**config.mk**
```make
export PLATFORM = sky130hd
export DESIGN_NAME = crcsp_regs
export DESIGN_NICKNAME = d
export VERILOG_FILES = /design/src/crcsp_pkg.sv /design/src/crcsp_reg16.sv /design/src/crcsp_regs.sv
export SDC_FILE = /design/constraint.sdc
export NUM_CORES = 1
export LEC_CHECK = 0
export BUFFER_PORTS_ARGS = -buffer_cell sky130_fd_sc_hd__buf_4
export CAP_MARGIN = 20
export CORE_ASPECT_RATIO = 0.8
export CORE_UTILIZATION = 59
export DETAILED_ROUTE_END_ITERATION = 12
export PLACE_DENSITY = 0.85
export SLEW_MARGIN = 20
export SYNTH_ARGS = -nofsm -noshare
export SYNTH_HDL_FRONTEND = slang
export SYNTH_SLANG_ARGS = --single-unit
```
**constraint.sdc**
```tcl
create_clock -name ref_clk_in -period 7.01 [get_ports ref_clk_in]
set_clock_uncertainty 0.05 [all_clocks]
set_input_delay 1.402 -clock ref_clk_in [delete_from_list [all_inputs] [get_ports ref_clk_in]]
set_output_delay 1.402 -clock ref_clk_in [all_outputs]
set_load 0.01 [all_outputs]
```
**src/crcsp_pkg.sv**
```systemverilog
// Package for the spare scratch, section 2 CRC reference and test DAC B configuration registers.
// Assumes an 8-bit register address and 16-bit register words from the host register port.
package crcsp_pkg;

  localparam int CRCSP_ADDR_W = 8;
  localparam int CRCSP_DATA_W = 16;

  // Register addresses.
  localparam logic [7:0] CRCSP_ADDR_SPARE_A = 8'ha1;
  localparam logic [7:0] CRCSP_ADDR_SPARE_B = 8'ha2;
  localparam logic [7:0] CRCSP_ADDR_SPARE_C = 8'ha3;
  localparam logic [7:0] CRCSP_ADDR_S2_REF = 8'hbe;
  localparam logic [7:0] CRCSP_ADDR_S3_CFG = 8'hc0;

  // Section 3 coverage range.
  localparam logic [7:0] CRCSP_S3_FIRST = 8'hc0;
  localparam logic [7:0] CRCSP_S3_LAST = 8'he3;

  // Writable masks and reset values.
  localparam logic [15:0] CRCSP_MASK_FULL = 16'hffff;
  localparam logic [15:0] CRCSP_MASK_SPARE_B = 16'hff00;
  localparam logic [15:0] CRCSP_MASK_S3_CFG = 16'h8007;
  localparam logic [15:0] CRCSP_RESET_VALUE = 16'h0000;

  // Field positions in the section 3 configuration register.
  localparam int CRCSP_S3_EN_BIT = 15;
  localparam int CRCSP_TDAC_MSB = 2;
  localparam int CRCSP_TDAC_LSB = 0;

  // Test DAC B level codes, multiples of reference_b_voltage / 40.
  typedef enum logic [2:0] {
    CRCSP_TDAC_X1 = 3'h0,
    CRCSP_TDAC_X2 = 3'h1,
    CRCSP_TDAC_X4 = 3'h2,
    CRCSP_TDAC_U3 = 3'h3,
    CRCSP_TDAC_X18 = 3'h4,
    CRCSP_TDAC_U5 = 3'h5,
    CRCSP_TDAC_NEG4 = 3'h6,
    CRCSP_TDAC_NEG9 = 3'h7
  } crcsp_tdac_type;

endpackage : crcsp_pkg

```
**src/crcsp_reg16.sv**
```systemverilog
// One 16-bit register with a writable-bit mask; masked bits always read as zero.
// Assumes a write strobe synchronous to ref_clk_in.
`timescale 1ns/1ps
module crcsp_reg16
  import crcsp_pkg::*;
#(
  parameter logic [15:0] WRITE_MASK = CRCSP_MASK_FULL
) (
  input wire logic ref_clk_in,
  input wire logic rst_in,
  input wire logic clk_en_in,
  input wire logic wr_in,
  input wire logic [15:0] wdata_in,
  output logic [15:0] value_out
);

  // Only writable positions take new data, so reserved bits stay at their fixed zero.
  always_ff @(posedge ref_clk_in or posedge rst_in) begin
    if (rst_in) begin
      value_out <= CRCSP_RESET_VALUE;
    end else if (clk_en_in && wr_in) begin
      value_out <= wdata_in & WRITE_MASK;
    end
  end

endmodule : crcsp_reg16

```
**src/crcsp_regs.sv**
```systemverilog
// Register bank: three spare scratch registers, section 2 CRC reference and
// section 3 CRC enable with test DAC B level. Assumes a host register port with
// one-cycle write and read strobes, synchronous to ref_clk_in.
// Assumes the CRC engines and the test DAC sit outside and only read the
// registered copies on the output ports; they never write back into the bank.
// A clock enable held low freezes every flip-flop here, the read answer included.
// Reserved positions are forced to zero at storage, so the read path needs no masks.
`timescale 1ns/1ps
module crcsp_regs
  import crcsp_pkg::*;
#(
  parameter int ADDR_W = CRCSP_ADDR_W,
  parameter int DATA_W = CRCSP_DATA_W
) (
  input wire logic ref_clk_in,
  input wire logic rst_in,
  input wire logic clk_en_in,
  input wire logic [7:0] reg_addr_in,
  input wire logic reg_wr_in,
  input wire logic reg_rd_in,
  input wire logic [15:0] reg_wdata_in,
  output logic [15:0] reg_rdata_out,
  output logic reg_rvalid_out,
  output logic reg_hit_out,
  output logic [15:0] spare_scratch_a_out,
  output logic [15:0] spare_scratch_b_out,
  output logic [15:0] spare_scratch_c_out,
  output logic [15:0] section2_crc_reference_value_out,
  output logic section3_crc_enable_out,
  output logic [2:0] test_dac_b_level_out,
  output logic test_dac_b_negative_out
);

  // Stored register words; reserved positions are already zero inside each register.
  logic [15:0] spare_a;
  logic [15:0] spare_b;
  logic [15:0] spare_c;
  logic [15:0] s2_ref;
  logic [15:0] s3_cfg;
  // Per-register write strobes decoded from the shared address.
  logic wr_spare_a;
  logic wr_spare_b;
  logic wr_spare_c;
  logic wr_s2_ref;
  logic wr_s3_cfg;
  // Read mux and level decode results ahead of their flip-flops.
  logic [15:0] next_rdata;
  logic next_hit;
  logic next_dac_negative;
  crcsp_tdac_type tdac_code;

  // The decode and the masks are built for 8-bit addresses and 16-bit words,
  // so any other width is refused when the design is elaborated.
  if (ADDR_W != CRCSP_ADDR_W) begin : g_bad_addr_w
    $error("crcsp_regs supports only 8-bit register addresses");
  end
  if (DATA_W != CRCSP_DATA_W) begin : g_bad_data_w
    $error("crcsp_regs supports only 16-bit register words");
  end

  // unmapped writes dropped.
  // Each register sees its own strobe and an address outside the bank strobes
  // nothing, so a stray write can never land in a neighbouring register.
  assign wr_spare_a = reg_wr_in && (reg_addr_in == CRCSP_ADDR_SPARE_A);
  assign wr_spare_b = reg_wr_in && (reg_addr_in == CRCSP_ADDR_SPARE_B);
  assign wr_spare_c = reg_wr_in && (reg_addr_in == CRCSP_ADDR_SPARE_C);
  assign wr_s2_ref = reg_wr_in && (reg_addr_in == CRCSP_ADDR_S2_REF);
  assign wr_s3_cfg = reg_wr_in && (reg_addr_in == CRCSP_ADDR_S3_CFG);

  // scratch A storage.
  // Full mask, since every bit is plain scratch storage.
  crcsp_reg16 #(.WRITE_MASK(CRCSP_MASK_FULL)) u_spare_a (
    .ref_clk_in(ref_clk_in),
    .rst_in(rst_in),
    .clk_en_in(clk_en_in),
    .wr_in(wr_spare_a),
    .wdata_in(reg_wdata_in),
    .value_out(spare_a)
  );

  // upper byte only.
  // The low byte is never stored, so it cannot drift away from zero.
  crcsp_reg16 #(.WRITE_MASK(CRCSP_MASK_SPARE_B)) u_spare_b (
    .ref_clk_in(ref_clk_in),
    .rst_in(rst_in),
    .clk_en_in(clk_en_in),
    .wr_in(wr_spare_b),
    .wdata_in(reg_wdata_in),
    .value_out(spare_b)
  );

  // scratch C storage.
  // Full mask, since every bit is plain scratch storage.
  crcsp_reg16 #(.WRITE_MASK(CRCSP_MASK_FULL)) u_spare_c (
    .ref_clk_in(ref_clk_in),
    .rst_in(rst_in),
    .clk_en_in(clk_en_in),
    .wr_in(wr_spare_c),
    .wdata_in(reg_wdata_in),
    .value_out(spare_c)
  );

  // CRC reference storage.
  // The reference is only stored here; the comparison happens outside this bank.
  crcsp_reg16 #(.WRITE_MASK(CRCSP_MASK_FULL)) u_s2_ref (
    .ref_clk_in(ref_clk_in),
    .rst_in(rst_in),
    .clk_en_in(clk_en_in),
    .wr_in(wr_s2_ref),
    .wdata_in(reg_wdata_in),
    .value_out(s2_ref)
  );

  // reserved bits masked.
  // Only the enable bit and the level field are stored; bits 14 to 3 stay zero.
  crcsp_reg16 #(.WRITE_MASK(CRCSP_MASK_S3_CFG)) u_s3_cfg (
    .ref_clk_in(ref_clk_in),
    .rst_in(rst_in),
    .clk_en_in(clk_en_in),
    .wr_in(wr_s3_cfg),
    .wdata_in(reg_wdata_in),
    .value_out(s3_cfg)
  );

  // The level field seen as its enumerated code.
  assign tdac_code = crcsp_tdac_type'(s3_cfg[CRCSP_TDAC_MSB:CRCSP_TDAC_LSB]);

  // Read mux; the masks inside each register already force reserved bits to zero.
  always_comb begin
    next_rdata = CRCSP_RESET_VALUE;
    next_hit = 1'b1;
    unique case (reg_addr_in)
      CRCSP_ADDR_SPARE_A: next_rdata = spare_a;
      CRCSP_ADDR_SPARE_B: next_rdata = spare_b;
      CRCSP_ADDR_SPARE_C: next_rdata = spare_c;
      CRCSP_ADDR_S2_REF: next_rdata = s2_ref;
      CRCSP_ADDR_S3_CFG: next_rdata = s3_cfg;
      default: next_hit = 1'b0;
    endcase
  end

  // Read valid is a one-cycle pulse that follows the strobe of the edge before.
  always_ff @(posedge ref_clk_in or posedge rst_in) begin
    if (rst_in) begin
      reg_rvalid_out <= 1'b0;
    end else if (clk_en_in) begin
      reg_rvalid_out <= reg_rd_in;
    end
  end

  // Read data and hit flag hold until the next read, so a slow host may take them late.
  always_ff @(posedge ref_clk_in or posedge rst_in) begin
    if (rst_in) begin
      reg_rdata_out <= CRCSP_RESET_VALUE;
      reg_hit_out <= 1'b0;
    end else if (clk_en_in && reg_rd_in) begin
      reg_rdata_out <= next_rdata;
      reg_hit_out <= next_hit;
    end
  end

  // spare contents exported only for the CRC.
  // Spares drive nothing else, so their values cannot disturb any function.
  // The copies lag storage by one cycle, which the CRC engine must allow for.
  // The reference rides along so both CRC inputs share the same lag.
  always_ff @(posedge ref_clk_in or posedge rst_in) begin
    if (rst_in) begin
      spare_scratch_a_out <= CRCSP_RESET_VALUE;
      spare_scratch_b_out <= CRCSP_RESET_VALUE;
      spare_scratch_c_out <= CRCSP_RESET_VALUE;
      section2_crc_reference_value_out <= CRCSP_RESET_VALUE;
    end else if (clk_en_in) begin
      spare_scratch_a_out <= spare_a;
      spare_scratch_b_out <= spare_b;
      spare_scratch_c_out <= spare_c;
      section2_crc_reference_value_out <= s2_ref;
    end
  end

  always_ff @(posedge ref_clk_in or posedge rst_in) begin
    if (rst_in) begin
      section3_crc_enable_out <= 1'b0;
    end else if (clk_en_in) begin
      section3_crc_enable_out <= s3_cfg[CRCSP_S3_EN_BIT];
    end
  end

  // sign of level.
  // Only the two negative codes flip the sign. The unconfirmed codes 3 and 5
  // are treated as positive until their meaning is settled.
  always_comb begin
    next_dac_negative = 1'b0;
    unique case (tdac_code)
      CRCSP_TDAC_X1, CRCSP_TDAC_X2, CRCSP_TDAC_X4, CRCSP_TDAC_U3: next_dac_negative = 1'b0;
      CRCSP_TDAC_X18, CRCSP_TDAC_U5: next_dac_negative = 1'b0;
      CRCSP_TDAC_NEG4, CRCSP_TDAC_NEG9: next_dac_negative = 1'b1;
    endcase
  end

  // DAC level output.
  // Codes 3 and 5 are unconfirmed; they pass through unchanged.
  always_ff @(posedge ref_clk_in or posedge rst_in) begin
    if (rst_in) begin
      test_dac_b_level_out <= 3'h0;
      test_dac_b_negative_out <= 1'b0;
    end else if (clk_en_in) begin
      test_dac_b_level_out <= tdac_code;
      test_dac_b_negative_out <= next_dac_negative;
    end
  end

endmodule : crcsp_regs

```
== Word-level counts from Yosys, hierarchy flattened ==
Memories as Yosys holds them, arrays and structs flattened. A register that Yosys moved wholly into a read port is not among the register bits.
Index checks and enable logic that the tools add are counted.

* Register bits: 138
* Bits in read-only memories: 8
* Bits of input ports: 29
* Output and inout bits: 87
* Logic and storage cells: 34
* Memories kept: 1

* Equality and inequality tests: 5
* Multiplexer cells: 2
* Reductions and logical operators: 12

{| class="wikitable"
|+ Memories
! name !! depth !! bits a word !! read ports !! clocked after memory_dff !! write ports !! RTL line !! text
|-
| (no name shown) || 8 || 1 || 1 || 1 || 0 || crcsp_regs.sv:193 || <nowiki>unique case (tdac_code)</nowiki>
|}

{| class="wikitable"
|+ Operators with widths
! cell !! count
|-
| case mux 16 bit (5 select lines) || 1
|-
| == test 8 bit (second input constant) || 5
|-
| logical AND 1 bit || 11
|-
| OR reduction 5 bit || 1
|-
| two-way mux 1 bit || 1
|}

== Logic depth before layout (Yosys ltp) ==
* Word-level depth: 3
* Gate-level depth with buffers: 6
* Depth with buffers taken out: 4

== Cells and area by module ==
Synthesis repeated with hierarchy kept, for this count alone.

* Cell total of the unflattened synthesis: 440
* Area total of the unflattened synthesis: 6414.9 um2

{| class="wikitable"
|+ By module, submodules not included
! module !! times used !! cells each !! area each (um2)
|-
| crcsp_regs || 1 || 285 || 3868.7
|-
| crcsp_reg16 at u_s2_ref ... || 3 || 35 || 639.4
|-
| crcsp_reg16 at u_spare_b || 1 || 27 || 364.1
|-
| crcsp_reg16 at u_s3_cfg || 1 || 23 || 264.0
|}

== Worst setup path before layout ==
No wires, ideal clock.

* Path type: input to register
* Start: input port reg_addr_in[1]
* End: register u_s2_ref.value_out[0]
* Setup time: 0.125 ns
* Arrival time: 2.763 ns
* Setup slack: 4.072 ns
* Stages on the path: 6
* Cells stage by stage: clkbuf_1 -> inv_1 -> nor3b_4 -> nand3_4 -> buf_6 -> mux2_4

* Cells in the longest elaborated chain, start to end: 3

{| class="wikitable"
|+ RTL lines
! what !! RTL line !! text
|-
| start, declared || crcsp_regs.sv:18 || <nowiki>input wire logic [7:0] reg_addr_in,</nowiki>
|-
| == test 8 bit || crcsp_regs.sv:67 || <nowiki>assign wr_s2_ref = reg_wr_in && (reg_addr_in == CRCSP_ADDR_S2_REF);</nowiki>
|-
| logical AND 1 bit || crcsp_regs.sv:67 ||
|-
| logical AND 1 bit || crcsp_reg16.sv:21 || <nowiki>end else if (clk_en_in && wr_in) begin</nowiki>
|-
| end signal, assigned || crcsp_reg16.sv:22 || <nowiki>value_out <= wdata_in & WRITE_MASK;</nowiki>
|-
| end, declared || crcsp_reg16.sv:14 || <nowiki>output logic [15:0] value_out</nowiki>
|}

No other way between the ends.
A chain may end at the register's enable or synchronous reset.

== Worst setup path after layout ==
* Start: input port clk_en_in
* End: register u_spare_c.value_out[0]

* Cells in the longest elaborated chain, start to end: 1

{| class="wikitable"
|+ RTL lines
! what !! RTL line !! text
|-
| start, declared || crcsp_regs.sv:17 || <nowiki>input wire logic clk_en_in,</nowiki>
|-
| logical AND 1 bit || crcsp_reg16.sv:21 ||
|-
| end signal, assigned || crcsp_reg16.sv:22 ||
|-
| end, declared || crcsp_reg16.sv:14 ||
|}

No other way between the ends.

==> out/metrics.yaml <==
placed_design:
  gp_congestion: 0.807
  dp.final_hpwl_mm: 8.25
  place_ws_ns: 3.20
  dpl-instance-area_sq_um: 6650
  portBuffers: 107
power_and_ir_drop:
  leakagePower_nw: 3.79
  p_per_area_nw_per_um2: 269
  ir_drop_v: 0.000168
route:
  detail-route-antenna-nets: 0
  drc: 0
  finalWirelength_mm: 13.4
  wl_per_cell_um: 21.1
  dr.pass1.iters: 4
  drt-initial-drc-count: 181
  vias: 3745
  post_drt_via_cell_ratio: 5.91
logic_synthesis:
  syn_inst: 400
  yosysTopAreaCell: "dfrtp_1"
  yosys-top-cells-area: "dfrtp_1 60%, mux2_2 23%, mux2_4 2.6%, nor2_1 2.3%, a221oi_1 2.1%"
  ys_async_sr_fraction_pct: 100
  synth-edff-count: 0
  synth_area_sq_um: 5800
  yosys-top-cells-count: "139 x dfrtp_1, 117 x mux2_2, 35 x nor2_1"
  synth_flop_cell: "dfrtp_1"
  synth.most_common_cell: "dfrtp_1"
  ys_ff_latch: 139
  synth_top_area_share_pct: 59.9
  synth.distinct_cells: 35
  ys_seq_area_share_pct: 59.9
  syn_area_per_cell_sq_um: 14.5
  yosys_warnings: 0
global_route:
  overflow: 0
  grt_pass1_wl_mm: 21.6
  grt_pass1_vias: 3927
  grt_max_degree: 72
  grt.total_usage_pct: 28.2
  antenna_found_initial: 0
cells_and_area:
  nFillCells: 551
  syn_to_final_growth_pct: 25.4
  diodes: 0
  seq_area_sq_um: 3480
  layout.nets: 535
  drive_gt1_share_pct: 52.4
  fin_area_sq_um: 7280
  multi_input_area_sq_um: 2170
  utilization_pct: 78.2
worst_setup_path:
  path_cells: "buf_4 > nand3_1 > or3_1 > mux2_1"
  cp.required_ns: 7.23
  cp.arrival_ns: 3.69
  slowest_delay_ns: 0.76
  path_class: "in2reg"
  critPathLaunchType: "input port"
  end_kind: "flip-flop"
  cp_max_fo: 67
  crit_slowest_cell: "or3_1"
clocking:
  cts_resized: 0
  holdBufCountCts: 0
  cts-buffers-inserted: 17
  cts_setup_buffers: 0
  cts-htree-levels: 4
  clk_path_buf_depth: 2
  cts-root-buf: "clkbuf_16"
  clk_latency_ns: 0.41
  clk_pin_slew_ns: 0.06
  tritoncts: "done"
  cts_num_sinks: 139
min_path:
  hold_class: "reg2reg"
floorplanning:
  die_x_um: 113
  chipHeight_um: 90.7
  initial_core_util_pct: 62.4
  std_cell_rows: 31
  num_io_pins: 116
  core_area_sq_um: 9310
  die-area_sq_um: 10200
timing:
  period_minus_slack_ns: 3.47
  worst_slew_pin_slew_ns: 0.922
  hold_violations: 0
  rsz0062_at_grt: "no"
  finalSetupTns_ns: 0
  finalSetupViolations: 0
  worst_slack_ns: 3.54
  fmax_mhz: 289
  slew_headroom_pct: 38.3
  hold-worst-slack_ns: 0.447
  finalCritPeriodShare_pct: 49.4
  slew_viol_final: 0
job:
  drv_cap: 0
status:
  status: "finished clean"
## kinds of logic after synthesis
family	Yosys count	synth area share, %
AOI/OAI and AO/OA	34	4.63
DFF	139	59.9
muxes	136	26.9
other	1	0.0646
and+or+nand+nor	54	5.15
buffers and inverters	36	3.28
## worst paths after layout
| path | start | to | slack, ns | depth (start not counted) |
|---|---|---|---|---|
| min in group asynchronous | rst_in | spare_scratch_a_out[14] | 1.03 | 2 |
| max | clk_en_in | u_spare_c.value_out[0] | 3.54 | 4 |
| max reg2reg | u_spare_c.value_out[11] | reg_rdata_out[11] | 5.65 | 3 |
| max in group asynchronous | rst_in | u_spare_a.value_out[15] | 4.56 | 3 |
| min | reg_rdata_out[4] | reg_rdata_out[4] | 0.45 | 2 |
| min reg2reg | reg_rdata_out[4] | reg_rdata_out[4] | 0.45 | 2 |
## sequential cells by signal (all words and copies together) (netlist names), 4 cells and up
register / cells
section2_crc_reference_value_out: 16
spare_scratch_c_out: 16
u_spare_b.value_out: 8
u_spare_a.value_out: 16
spare_scratch_b_out: 8
spare_scratch_a_out: 16
u_spare_c.value_out: 16
reg_rdata_out: 16
u_s3_cfg.value_out: 4
u_s2_ref.value_out: 16
## layout make-up
| class | count | share of cell area, % |
|---|---|---|
| clock buffer | 20 | 6.14 |
| timing repair buffer | 109 | 11.2 |
| clock inverter | 12 | 2.54 |
| multi-input combinational | 232 | 29.9 |
| sequential | 139 | 47.8 |
| inverter | 7 | 0.430 |
| tap | 115 | 1.98 |
## cell usage in the layout, fill, tap and decap left out, drive strengths merged
master	n
clkbuf	20
nand4bb	2
a22oi	1
nor3	3
a221oi	14
nand4b	1
bufinv	4
dfrtp	139
and3	1
nand2	1
and2	1
a22o	8
mux2	132
a21oi	4
mux2i	4
nor4b	1
conb	8
buf	109
nor4	1
or3	2
nand3	3
nor3b	3
o211ai	1
clkinvlp	1
o21ai	3
inv	11
nor2	35
clkinv	3
o32ai	3
## per-layer routing
metal	wire (um)	vias to the layer above	GRT usage, %	share of wire, %
met5	0	-	0	0
met3	896	9	5.64	6.7
li1	-	1659	-	-
met2	6580	147	45.0	49
met1	5770	1930	38.9	43
met4	123	0	10.3	0.92
## through the flow
step,instances,power [W]
2_1_floorplan,407,0.000947
3_3_place_gp,602,0.00101
3_5_place_dp,602,0.00102
4_1_cts,634,0.00196
5_1_grt,634,0.00202
6_report,634,0.00196
## where the power goes
group          total [W]  leakage [nW]  switching (W)  internal (W)
sequential      0.000857          1.90      0.0000226      0.000834
combinational   0.000150          1.59      0.0000793     0.0000703
clock           0.000949         0.306       0.000339      0.000610
## critical path, delay by kind of cell
kind | cells | cell delay [ns]
AND/OR/NAND/NOR | 2 | 1.10
buffers and inverters | 1 | 0.66
multiplexers | 1 | 0.50
Power figures use the tool's default switching activity.
